===== src/nvsram_host_pkg.sv =====
// Constants and types for the nonvolatile SRAM host controller
package nvsram_host_pkg;

   localparam int ADDR_W = 15;
   localparam int DATA_W = 8;
   localparam int SEQ_ADDR_W = 14;
   localparam int SEQ_STEPS = 6;
   localparam int CNT_W = 32;

   // Unlock addresses shared by both transfers, then the two final addresses
   localparam logic [0:4][ADDR_W-1:0] SEQ_COMMON = {
      15'h0E38, 15'h31C7, 15'h03E0, 15'h3C1F, 15'h303F};
   localparam logic [ADDR_W-1:0] SEQ_STORE_LAST = 15'h0FC0;
   localparam logic [ADDR_W-1:0] SEQ_RECALL_LAST = 15'h0C63;
   localparam logic [2:0] SEQ_LAST_STEP = 3'h5;

   // Timing figures in their own units; defaults only, the device part sets them
   localparam int CLK_PERIOD_NS = 20;
   localparam int STROBE_NS = 100;
   localparam int SAVE_DURATION_US = 10000;
   localparam int RESTORE_DURATION_US = 20;
   localparam int POWERUP_RESTORE_DURATION_US = 20000;

   // Waits are least times, so they round up
   localparam int STROBE_CYCLES = (STROBE_NS + CLK_PERIOD_NS - 1) / CLK_PERIOD_NS;
   localparam int SAVE_CYCLES =
      (SAVE_DURATION_US * 1000 + CLK_PERIOD_NS - 1) / CLK_PERIOD_NS;
   localparam int RESTORE_CYCLES =
      (RESTORE_DURATION_US * 1000 + CLK_PERIOD_NS - 1) / CLK_PERIOD_NS;
   localparam int POWERUP_CYCLES =
      (POWERUP_RESTORE_DURATION_US * 1000 + CLK_PERIOD_NS - 1) / CLK_PERIOD_NS;

   typedef enum logic [1:0] {OP_READ, OP_WRITE, OP_STORE, OP_RECALL} host_op_t;

   typedef enum logic [2:0] {ST_POWERUP, ST_IDLE, ST_SETUP, ST_STROBE, ST_HOLD,
      ST_NV_WAIT} host_state_t;

endpackage


===== src/nvsram_store_recall_control.sv =====
// Host-side controller driving the pins of a nonvolatile SRAM
`timescale 1ns/1ps
`default_nettype none
// Functional notes
// - Store: five common reads then 0x0FC0
// - Recall: five common reads then 0x0C63
// - Unlock steps are reads, write enable high
// - Never hold write state at power-up recall end
// - Read: chip and output enable low, write high
// - Write: chip and write enable low, address stable
module nvsram_store_recall_control
   import nvsram_host_pkg::*;
#(
   parameter int unsigned STROBE_LEN = STROBE_CYCLES,
   parameter int unsigned SAVE_LEN = SAVE_CYCLES,
   parameter int unsigned RESTORE_LEN = RESTORE_CYCLES,
   parameter int unsigned POWERUP_LEN = POWERUP_CYCLES
) (
   input wire logic clk_sys,
   input wire logic rst_n,
   input wire logic cmd_valid,
   output logic cmd_ready,
   input wire host_op_t cmd_op,
   input wire logic [ADDR_W-1:0] cmd_addr,
   input wire logic [DATA_W-1:0] cmd_wdata,
   output logic rsp_valid,
   output logic [DATA_W-1:0] rsp_rdata,
   output logic cmd_refused,
   output logic busy,
   input wire logic supply_ok,
   output logic [ADDR_W-1:0] byte_address,
   input wire logic [DATA_W-1:0] data_lines_i,
   output logic [DATA_W-1:0] data_lines_o,
   output logic data_lines_oe,
   output logic chip_enable_n,
   output logic write_enable_n,
   output logic output_enable_n
);

   typedef struct packed {
      host_state_t state;
      host_op_t op;
      logic [2:0] step;
      logic [CNT_W-1:0] cnt;
      logic [ADDR_W-1:0] addr;
      logic [DATA_W-1:0] wdata;
      logic [DATA_W-1:0] rdata;
      logic rsp_valid;
      logic refused;
      logic ce_n;
      logic we_n;
      logic oe_n;
      logic dq_oe;
      logic [1:0] sup_sync;
      logic sup_prev;
      logic [DATA_W-1:0] dq_meta;
      logic [DATA_W-1:0] dq_sync;
   } ctrl_t;

   ctrl_t st_q;
   ctrl_t st_d;
   logic supply_good;
   logic is_seq;

   assign supply_good = st_q.sup_sync[1];
   assign is_seq = (st_q.op == OP_STORE) || (st_q.op == OP_RECALL);
   assign cmd_ready = (st_q.state == ST_IDLE);

   function automatic logic [ADDR_W-1:0] seq_addr(input host_op_t op, input logic [2:0] step);
      logic [ADDR_W-1:0] a;
      a = '0;
      if (step == SEQ_LAST_STEP) begin
         a = (op == OP_STORE) ? SEQ_STORE_LAST : SEQ_RECALL_LAST;
      end else begin
         a = SEQ_COMMON[step];
      end
      // Top bit is not decoded by the device; drive it low for a clean pattern
      a[ADDR_W-1] = 1'b0;
      return a;
   endfunction

   always_comb begin
      st_d = st_q;
      st_d.sup_sync = {st_q.sup_sync[0], supply_ok};
      st_d.sup_prev = supply_good;
      st_d.dq_meta = data_lines_i;
      st_d.dq_sync = st_q.dq_meta;
      st_d.rsp_valid = 1'b0;
      st_d.refused = 1'b0;
      unique case (st_q.state)
         ST_POWERUP: begin
            // Bus parked with chip deselected so no write is live at recall end
            st_d.ce_n = 1'b1;
            st_d.we_n = 1'b1;
            st_d.oe_n = 1'b1;
            st_d.dq_oe = 1'b0;
            st_d.step = '0;
            if (!supply_good) begin
               st_d.cnt = 32'(POWERUP_LEN);
            end else if (st_q.cnt <= 32'h1) begin
               st_d.state = ST_IDLE;
            end else begin
               st_d.cnt = st_q.cnt - 32'h1;
            end
         end
         ST_IDLE: begin
            if (cmd_valid) begin
               st_d.op = cmd_op;
               st_d.addr = cmd_addr;
               st_d.wdata = cmd_wdata;
               st_d.step = '0;
               if (!supply_good && (cmd_op == OP_WRITE || cmd_op == OP_STORE)) begin
                  st_d.refused = 1'b1;
               end else begin
                  st_d.state = ST_SETUP;
                  if (cmd_op == OP_STORE || cmd_op == OP_RECALL) begin
                     st_d.addr = seq_addr(cmd_op, 3'h0);
                  end
                  st_d.dq_oe = (cmd_op == OP_WRITE);
               end
            end
         end
         ST_SETUP: begin
            // Address settles one cycle before chip enable falls
            st_d.state = ST_STROBE;
            st_d.ce_n = 1'b0;
            st_d.cnt = 32'(STROBE_LEN);
            if (st_q.op == OP_WRITE) begin
               st_d.we_n = 1'b0;
               st_d.oe_n = 1'b1;
            end else begin
               st_d.we_n = 1'b1;
               st_d.oe_n = 1'b0;
            end
         end
         ST_STROBE: begin
            if (st_q.cnt <= 32'h1) begin
               st_d.state = ST_HOLD;
               st_d.ce_n = 1'b1;
               st_d.we_n = 1'b1;
               st_d.oe_n = 1'b1;
               st_d.rdata = st_q.dq_sync;
            end else begin
               st_d.cnt = st_q.cnt - 32'h1;
            end
         end
         ST_HOLD: begin
            // Address and data held one cycle past the enables
            st_d.dq_oe = 1'b0;
            if (!is_seq) begin
               st_d.state = ST_IDLE;
               st_d.rsp_valid = 1'b1;
            end else if (st_q.step == SEQ_LAST_STEP) begin
               st_d.state = ST_NV_WAIT;
               st_d.cnt = (st_q.op == OP_STORE) ? 32'(SAVE_LEN) : 32'(RESTORE_LEN);
               st_d.step = '0;
            end else begin
               // No other access is let in between steps
               st_d.state = ST_SETUP;
               st_d.step = st_q.step + 3'h1;
               st_d.addr = seq_addr(st_q.op, st_q.step + 3'h1);
            end
         end
         ST_NV_WAIT: begin
            // Device is busy erasing/programming or clearing/copying
            if (st_q.cnt <= 32'h1) begin
               st_d.state = ST_IDLE;
               st_d.rsp_valid = 1'b1;
            end else begin
               st_d.cnt = st_q.cnt - 32'h1;
            end
         end
         default: st_d.state = ST_POWERUP;
      endcase
      // A supply dip means the device will recall again; wait it out
      if (supply_good && !st_q.sup_prev && st_q.state != ST_POWERUP) begin
         st_d.state = ST_POWERUP;
         st_d.cnt = 32'(POWERUP_LEN);
         st_d.ce_n = 1'b1;
         st_d.we_n = 1'b1;
         st_d.oe_n = 1'b1;
         st_d.dq_oe = 1'b0;
      end
   end

   always_ff @(posedge clk_sys) begin
      if (!rst_n) begin
         st_q <= '{state: ST_POWERUP, op: OP_READ, step: 3'h0, cnt: 32'(POWERUP_LEN),
            addr: '0, wdata: '0, rdata: '0, rsp_valid: 1'b0, refused: 1'b0,
            ce_n: 1'b1, we_n: 1'b1, oe_n: 1'b1, dq_oe: 1'b0, sup_sync: 2'h0,
            sup_prev: 1'b0, dq_meta: '0, dq_sync: '0};
      end else begin
         st_q <= st_d;
      end
   end

   assign rsp_valid = st_q.rsp_valid;
   assign rsp_rdata = st_q.rdata;
   assign cmd_refused = st_q.refused;
   assign busy = (st_q.state != ST_IDLE);
   assign byte_address = st_q.addr;
   assign data_lines_o = st_q.wdata;
   assign data_lines_oe = st_q.dq_oe;
   assign chip_enable_n = st_q.ce_n;
   assign write_enable_n = st_q.we_n;
   assign output_enable_n = st_q.oe_n;
endmodule // nvsram_store_recall_control
`default_nettype wire


===== config.mk =====
export PLATFORM = sky130hd
export DESIGN_NAME = nvsram_store_recall_control
export DESIGN_NICKNAME = d
export VERILOG_FILES = /design/src/nvsram_host_pkg.sv /design/src/nvsram_store_recall_control.sv
export SDC_FILE = /design/constraint.sdc
export NUM_CORES = 1
export LEC_CHECK = 0
export BUFFER_PORTS_ARGS = -buffer_cell sky130_fd_sc_hd__buf_2
export CAP_MARGIN = 20
export CORE_ASPECT_RATIO = 0.9
export CORE_MARGIN = 2
export CORE_UTILIZATION = 51
export DETAILED_ROUTE_END_ITERATION = 8
export PLACE_DENSITY = 0.74
export SLEW_MARGIN = 20
export SYNTH_ARGS = -nofsm -noshare
export SYNTH_HDL_FRONTEND = slang
export SYNTH_SLANG_ARGS = --single-unit

===== constraint.sdc =====
create_clock -name clk_sys -period 2.7 [get_ports clk_sys]
set_clock_uncertainty 0.15 [all_clocks]
set_input_delay 0.135 -clock clk_sys [delete_from_list [all_inputs] [get_ports clk_sys]]
set_output_delay 0.135 -clock clk_sys [all_outputs]
set_load 0.05 [all_outputs]

Yosys cells after proc, flatten, opt, wreduce, memory -nomap -nowiden. Memory sizes are Yosys's and may differ from the RTL's. Cells that the tools add are included.

Reductions and logical operators: 27. Order comparisons: 2. Bitwise gates (word level): 2. Mux-type cells: 35. Divide/modulo/power cells: 0. Equality and inequality tests: 21. Add/subtract/negate cells: 2. Shifts and indexed selects: 0. Multipliers: 0.

Operators by type and width (number): 32-bit case mux with 4 select lines (1); 32-bit two-way mux (3); 50-bit two-way mux (1); 15-bit two-way mux (3); 14-bit two-way mux (3); 32-bit by 1-bit less-or-equal comparator with 1-bit output (second input constant) (1); 32-bit by 1-bit subtractor with 32-bit output (second input constant) (1); 15-bit case mux with 2 select lines (1); 3-bit two-way mux (8); 23-bit two-way mux (1); 19-bit two-way mux (1); 3-bit case mux with 3 select lines (2); 3-bit case mux with 6 select lines (1); 2-bit != test (second input constant) (7); 3-bit equality test (second input constant) (4); 3-bit AND reduction (4); 10-bit two-way mux (1); 3-bit nonzero test (3); 2-bit equality test (second input constant) (4); 8-bit two-way mux (1); 4-bit AND reduction (2); 3-bit by 2-bit equality test with 1-bit output (second input constant) (2); 2-bit AND reduction (3); 2-bit OR reduction (3); 16 further kinds (28).

Word-level logic and storage cells: 107. RAM bits: 0. Input bits: 37. Memories: 1. Latch bits: 0. Flip-flop bits (word level): 96. Memory bits (read-only): 120. Output and inout port bits: 39.

Memories: (name not given) (depth 8, bits a word 15, rd ports 1, clocked after Yosys merged registers in 0, wr ports 0, RTL line nvsram_store_recall_control.sv:75) `a = SEQ_COMMON[step];`.

Depth between registers and ports, before layout. Gate-level depths: netlist of the first run.

Depth after elaboration: 9. Depth in mapped cells: 10. Mapped depth without buffers: 8.

Least setup slack after synthesis of the first run. Ideal clock, no wire load.

Path type: flip-flop to flip-flop. From: register st_q[77] (netlist name). To: register st_q[73] (netlist name). Setup slack: -176 ps. Data required time: 2413 ps. Clock period less this slack: 2876 ps. Arrival: 2589 ps. Stages on the path, launching flop included: 9. Setup time: 137 ps. Buffers on the path: 3. Path through: dfxtp_1 > or4_4 > or4b_1 > buf_2 > or4_1 > buf_6 > clkbuf_1 > a41oi_1 > o211ai_1.

Cells in the longest elaborated chain, start to end: 4.

Ends and longest elaborated chain: from (decl) (RTL line nvsram_store_recall_control.sv:60) `ctrl_t st_q;`; from (signal assigned) (RTL line nvsram_store_recall_control.sv:188) `st_q <= '{state: ST_POWERUP, op: OP_READ, step: 3'h0, cnt: 32'(POWERUP_LEN),`; from (signal assigned) (RTL line nvsram_store_recall_control.sv:193) `st_q <= st_d;`; 32-bit by 1-bit less-or-equal comparator with 1-bit output (*) (RTL line nvsram_store_recall_control.sv:100, nvsram_store_recall_control.sv:137, nvsram_store_recall_control.sv:166); 32-bit two-way mux (*); 32-bit two-way mux; 32-bit case mux with 4 select lines (*).

Every way passes the cells marked *; elsewhere a longest branch is shown, timed or not. A chain may end at the register's enable or synchronous reset.

Final worst setup path of the first run.
From: register st_q[79] (netlist name). To: register st_q[95] (netlist name).

Cells in the longest elaborated chain, start to end: 4. Elaborated cells on any way between the ends: 6. Classes of those cells: order compare (1); eq/ne (1); mux (3); reduce/logical (1).

Ends and longest elaborated chain (RTL line): 32-bit by 1-bit less-or-equal comparator with 1-bit output (*) (nvsram_store_recall_control.sv:100, nvsram_store_recall_control.sv:137, nvsram_store_recall_control.sv:166); 3-bit two-way mux (2 in series); 3-bit case mux with 6 select lines.

Every way passes the cells marked *; elsewhere a longest branch is shown, timed or not. The select of a mux whose other input is x is not followed.

==> summary.md, run 1 <==
| Metric | Value |
|---|---|
| Switching Power | `approximately 700 µW` |
| Die area | `a little over 10000 µm²` |
| Register share of total power | `55.0%` |
| Largest net degree at the start of global routing | `57` |
| Startpoint Class | `flip-flop` |
| Final Util | `approximately two thirds` |
| Reg2reg start | `st_q[79]` |
| Worst path cell trace | `or4_4, or4b_4, or4_4, a31oi_4, o31a_1, o32ai_1` |
| Initial antenna violation count | `0` |
| Max-Cap Viols | `0` |
| GPL Wtd Cong | `between 0.8 and 0.9` |
| Hold Crit Class | `in -> reg` |
| Wire per inst | `16.0 µm` |
| Ys Warns | `0` |
| Failing checks | `setup timing` |
| Total power | `roughly 2600 µW` |
| Post-Syn Instances | `between 500 and 600` |
| Cell taking the most area after synthesis | `dfxtp_1` |
| Hold Startpoint | `cmd_addr[9]` |
| DIE WIDTH | `roughly 110 µm` |
| Sequential fraction of the synthesis area | `between 40% and 50%` |
| Hold WS | `0.0151 ns` |
| Root buffer cell | `clkbuf_8` |
| F_max | `365 MHz` |
| Clk network pwr share | `37.9%` |
| Filler cells | `720` |
| Multi-input gate area | `around 2500 µm²` |
| Final worst setup slack | `-0.0397 ns` |
| Clock Path Buffers | `2` |
| Outcome | `finished, violations left` |
| DR iter-0 viols | `approximately 350` |
| # diodes | `0` |
| Hold EP | `byte_address[9]` |
| Leak Pwr | `roughly 0.0024 µW` |
| Ranking of synthesized cells by area | `dfxtp_1 40%, nand2_1 5.3%, buf_4 4.9%` |
| CTS Buf Count | `9` |
| Reg2reg path depth | `6` |
| Top Usage Layer GRT | `met2` |
| Slowest stage delay, CP | `0.62 ns` |
| Ports | `76` |
| Top cell type's share of synthesized area | `between 40% and 50%` |
| Worst slew margin | `between 50% and 60%` |
| Switching share of total power | `27.2%` |
| DP HPWL | `8530 µm` |
| CTS Sinks | `96` |
| Crit path max-delay cell type | `or4_4` |
| H-tree levels | `3` |
| Final ANT Viol Nets | `0` |
| Combinational power share | `7.1%` |
| Grt met2 use | `roughly 45%` |
| Commonest cells in the netlist | `96 x dfxtp_1, 67 x nand2_1, 47 x nor2_1` |
| Least-Margin Pin Slew | `roughly 0.7 ns` |
| M3 GR Usage | `6.09%` |
| FFs w/ async S/R, synth | `0%` |
| WHS Path Cells | `5` |
| Core Area | `around 9100 µm²` |
| Met1 Use GR | `~32%` |
| RR Endpoint | `st_q[95]` |
| DP Cell Count | `761` |
| Layout cell share with drive strength beyond 1 | `a little under a quarter` |
| Initial core utilization | `around 52%` |
| Reg2Reg Setup Slack | `-0.04 ns` |
| Most frequent cell after synthesis | `dfxtp_1` |
| WS Path Type | `reg -> reg` |
| Drt first pass iters | `5` |
| Worst-path clk slew | `0.12 ns` |
| CP Data Arrival Time | `2.84 ns` |
| RSZ-0062 raised after global routing | `yes` |
| Setup WS pre-CTS | `-0.0418 ns` |
| Crit share post-route | `101%` |
| First-pass GRT wire length | `roughly 21000 µm` |
| Number of synthesized register bits | `96` |
| Port bufs | `75` |
| Area Growth Syn to Fin | `24.1%` |
| Max IR drop VDD | `between 0.2 and 0.3 mV` |
| Most used cell, CP | `or4_4` |
| Synth unique cells | `60` |
| Hold Fails Final Rpt | `0` |
| Syn Std Cell Area | `around 4800 µm²` |
| Internal cell power | `around 1900 µW` |
| Critical Path Fanout Max | `7` |
| Post-synth EDFFs | `0` |
| Routed vias | `~4600` |
| Minimum clock period | `~2.7 ns` |
| Reg area | `~1900 µm²` |
| PD cells | `441 nW/µm²` |
| Synthesized area per cell | `between 8 and 9 µm²` |
| Pins Over Slew Limit | `0` |
| Clk_lat worst skew | `around 0.38 ns` |
| Setup crit end kind | `flip-flop` |
| WL final | `13000 µm` |
| Vias/cell | `between 5 and 6` |
| Gr usage total | `between 20 and 30%` |
| GR Overflow Total | `0` |
| Top FF cell, synth | `dfxtp_1` |
| Cell row count | `33` |
| Setup violators final | `6` |
| Drt drc | `0` |
| CTS tree | `done` |
| Vias in the first global route | `4453` |
| Crit path required time | `about 2.8 ns` |
| Die height | `around 96 µm` |
| Mapped Nets | `631` |
| Post-Layout Cell Count | `roughly 820` |
| Final net count | `roughly 730` |
==> layout by cell type, fill, tap and decap left out, drive strengths merged, types with 12 or more instances in the layout <==
cell type and n:
a21boi 22, nand2 67, buf 119, xnor2 19, inv 18, nor4 15
o21ai 49, nor2 48, nand3 12, and2 22, dlygate4sd3 33, a21oi 36
dfxtp 96, nor3 15
==> cell type report <==
class | instances | share of cell area [%]
Inverter | 15 | 0.949
Sequential cell | 96 | 32.4
Tap cell | 122 | 2.57
Clock buffer | 9 | 2.09
Multi-Input combinational cell | 414 | 42.8
Clock inverter | 7 | 1.41
Timing Repair Buffer | 152 | 17.7
==> metal layers <==
layer,share of wire (%),vias to the layer above
met5,0,-
met4,2.3,0
li1,-,2236
met3,7.6,32
met2,48,197
met1,42,2183
==> worst max path at each step <==
stage	cells past startpoint	to	from
4_1_cts	6	st_q[95]	st_q[79]
3_3_place_gp	6	st_q[95]	st_q[79]
5_1_grt	6	st_q[95]	st_q[58]
2_1_floorplan	8	st_q[95]	st_q[79]
6_report	6	st_q[95]	st_q[79]
3_5_place_dp	6	st_q[95]	st_q[58]
==> power groups by stage <==
| stage | Clock (µW) | Combinational [µW] | Sequential, µW |
|---|---|---|---|
| after floorplan | 0 | 75.9 | 1470 |
| after global placement | 0 | 134 | 1470 |
| after detailed placement | 0 | 136 | 1470 |
| after CTS | 1000 | 176 | 1440 |
| after global routing | 1060 | 203 | 1440 |
| final | 990 | 186 | 1440 |
==> logic make-up after synthesis <==
logic type                 share of synthesized area, %
AOI/OAI and AO/OA                                  20.5
xor gates and xnor gates                           3.85
adders and majority gates                          2.09
buffers and inverters                              8.72
DFF                                                40.2
muxes                                              1.05
and+or+nand+nor                                    23.6
==> stage by stage <==
| step | area, µm² | setup TNS, ns |
|---|---|---|
| 2_1_floorplan | 4810 | -0.361 |
| 3_3_place_gp | 5270 | 0 |
| 3_5_place_dp | 5270 | -0.0832 |
| 4_1_cts | 5840 | -0.276 |
| 5_1_grt | 5930 | -0.602 |
| 6_report | 5930 | -0.123 |
==> flip-flops by register name, summed over array words and instances (netlist names) <==
register and flops:
cmd_refused 1, st_d 10, data_lines_o 8, data_lines_oe 1
output_enable_n 1, rsp_rdata 8, st_q 49, rsp_valid 1
write_enable_n 1, chip_enable_n 1, byte_address 15
==> what timing repair did <==
action                     4_1_cts  5_1_grt
gates cloned                     1        0
pin swaps                        3        2
setup endpoints to repair       13       30
buffers inserted                 1        3
resized for setup                6       19
hold endpoints to repair        33        0
hold buffers                    33        0
==> worst max-delay path, delay by kind of cell, from the launching register on <==
family | cells | cell delay [ns]
flip-flops | 1 | 0.33
AO/OA/AOI/OAI | 3 | 0.43
AND/OR/NAND/NOR | 3 | 1.69
(Power assumes the default switching activity.)
==> run 2, diff against run 1 <==
--- a/constraint.sdc
+++ b/constraint.sdc
@@ -3,3 +3,3 @@
 set_input_delay 0.135 -clock clk_sys [delete_from_list [all_inputs] [get_ports clk_sys]]
 set_output_delay 0.135 -clock clk_sys [all_outputs]
-set_load 0.05 [all_outputs]
+set_load 0.1 [all_outputs]
==> summary.md, run 2 (synthesis results as in run 1) <==
| Metric | Value |
|---|---|
| Outcome | `finished, violations left` |
| Failing checks | `setup timing` |
| Vias/cell | `5.57` |
| Leak Pwr | `0.00238 µW` |
| Critical Path Fanout Max | `3` |
| Minimum clock period | `2.79 ns` |
| # diodes | `0` |
| PD cells | `around 440 nW/µm²` |
| Root buffer cell | `clkbuf_8` |
| GR Overflow Total | `0` |
| Initial antenna violation count | `0` |
| Gr usage total | `25.1%` |
| Startpoint Class | `flip-flop` |
| Met2 Routed Length | `between 5000 and 6000 µm` |
| Area Growth Syn to Fin | `24.9%` |
| Max FFs per register | `between 40 and 50` |
| Final instance area | `approximately 6000 µm²` |
| F_max | `358 MHz` |
| First-pass GRT wire length | `~20000 µm` |
| Final Util | `around two thirds` |
| Multi-input gate area | `between 2000 and 3000 µm²` |
| Routed vias | `4539` |
| Wire per inst | `roughly 15 µm` |
| Crit path required time | `approximately 2.8 ns` |
| Placed cell area | `roughly 5200 µm²` |
| Biggest register | `st_q` |
| DIE WIDTH | `106 µm` |
| Setup WS pre-CTS | `-0.0297 ns` |
| Port bufs | `75` |
| Die area | `slightly above 10000 µm²` |
| Drt drc | `0` |
| Least-Margin Pin Slew | `roughly 0.7 ns` |
| Crit share post-route | `103%` |
| CTS Buf Count | `9` |
| Core Area | `9130 µm²` |
| Clk_lat worst skew | `~0.38 ns` |
| WS Path Type | `reg -> reg` |
| WL final | `about 12000 µm` |
| Hold Fails Final Rpt | `0` |
| Drt first pass iters | `5` |
| Die height | `approximately 96 µm` |
| Metal-1 WL | `5550 µm` |
| DP HPWL | `roughly 8400 µm` |
| Layout cell share with drive strength beyond 1 | `approximately a quarter` |
| Final net count | `approximately 730` |
| Worst-path clk slew | `roughly 0.11 ns` |
| Max IR drop VDD | `0.478 mV` |
| RSZ-0062 raised after global routing | `yes` |
| Clock Path Buffers | `2` |
| Ports | `between 70 and 80` |
| Filler cells | `roughly 760` |
| Largest net degree at the start of global routing | `54` |
| GPL Wtd Cong | `a little over 0.9` |
| Most frequent cells in the layout | `94 x dfxtp_1, 75 x buf_2, 65 x nand2_1` |
| Cell row count | `33` |
| Setup crit end kind | `flip-flop` |
| Initial core utilization | `between 50% and 60%` |
| Worst slew margin | `a little over half` |
| Pins Over Slew Limit | `0` |
| DR iter-0 viols | `286` |
| Commonest non-fill, non-tap cell in the layout | `dfxtp_1` |
| CTS Sinks | `between 90 and 100` |
| Highest metal used | `met4` |
| Hold Crit Class | `in -> reg` |
| Total power | `around 2700 µW` |
| Reg area | `slightly below 2000 µm²` |
| Final worst setup slack | `-0.0938 ns` |
| CTS tree | `done` |
| CP Data Arrival Time | `a little under 3 ns` |
| Max-Cap Viols | `0` |
| Final ANT Viol Nets | `0` |
| H-tree levels | `3` |
| DR WL met3 | `around 800 µm` |
| Vias in the first global route | `about 4200` |
| Setup violators final | `12` |
==> run 2: changes by cell type in the layout (fill, tap and decap cells not counted), sizes merged <==
cell      delta
buf          +1
clkinvlp     +1
or4          -1
bufinv       +1
clkinv       -2
==> run 2: timing repair <==
| item | CTS | global route |
|---|---|---|
| gates resized for setup | 10 | 32 |
| setup endpoints to repair | 11 | 32 |
| endpoints found under the hold margin | 36 | 0 |
| pin swaps | 3 | 11 |
| buffers inserted | 5 | 4 |
| hold buffers | 33 | 0 |
==> run 2: path summary, 6_finish.rpt <==
check / start / to / slack (ns) / depth (start not counted)
worst max register to register: st_q[58] / st_q[71] / -0.09 / 8
worst min-delay path: cmd_addr[9] / byte_address[9] / 0.03 / 5
worst min register to register: st_d[2] / st_q[2] / 0.29 / 1
worst max-delay path: st_q[58] / st_q[71] / -0.09 / 8
==> run 2: worst max-delay path: stages (launching register included) <==
cell and delay, ns:
dfxtp_2 0.34, or4_4 0.53, or4_4 0.44, or4_4 0.58, buf_4 0.16, buf_6 0.12, and3_4 0.15, xnor2_2 0.14
a21oi_1 0.08
==> run 2: routing by layer <==
layer  up-vias  GRT usage [%]
met5         -              0
met3        15           7.04
met4         0           7.24
met1      2125           31.5
met2       160           42.7
li1       2239              -
==> run 2: area by class of cell <==
type	count	area share, %
clock buffers	9	2.08
clock inverters	7	1.55
inverters	15	1.01
multi-input cells	413	42.7
flip-flops and latches	96	32.3
well taps	122	2.56
repair buffers	153	17.8
==> run 2: metrics by stage <==
stage,TNS (ns),std cells,hold WS [ns]
2_1_floorplan,-0.413,586,0.112
5_1_grt,-1.86,815,0.0399
3_3_place_gp,0,757,0.191
4_1_cts,-0.126,811,0.00798
6_report,-0.512,815,0.0256
3_5_place_dp,-0.0573,757,0.194
==> run 2: where the power goes <==
group | internal (µW) | total, µW | switching [µW]
Sequential | 1430 | 1440 | 6.51
Clock | 456 | 1030 | 578
Combinational | 95.0 | 182 | 86.5
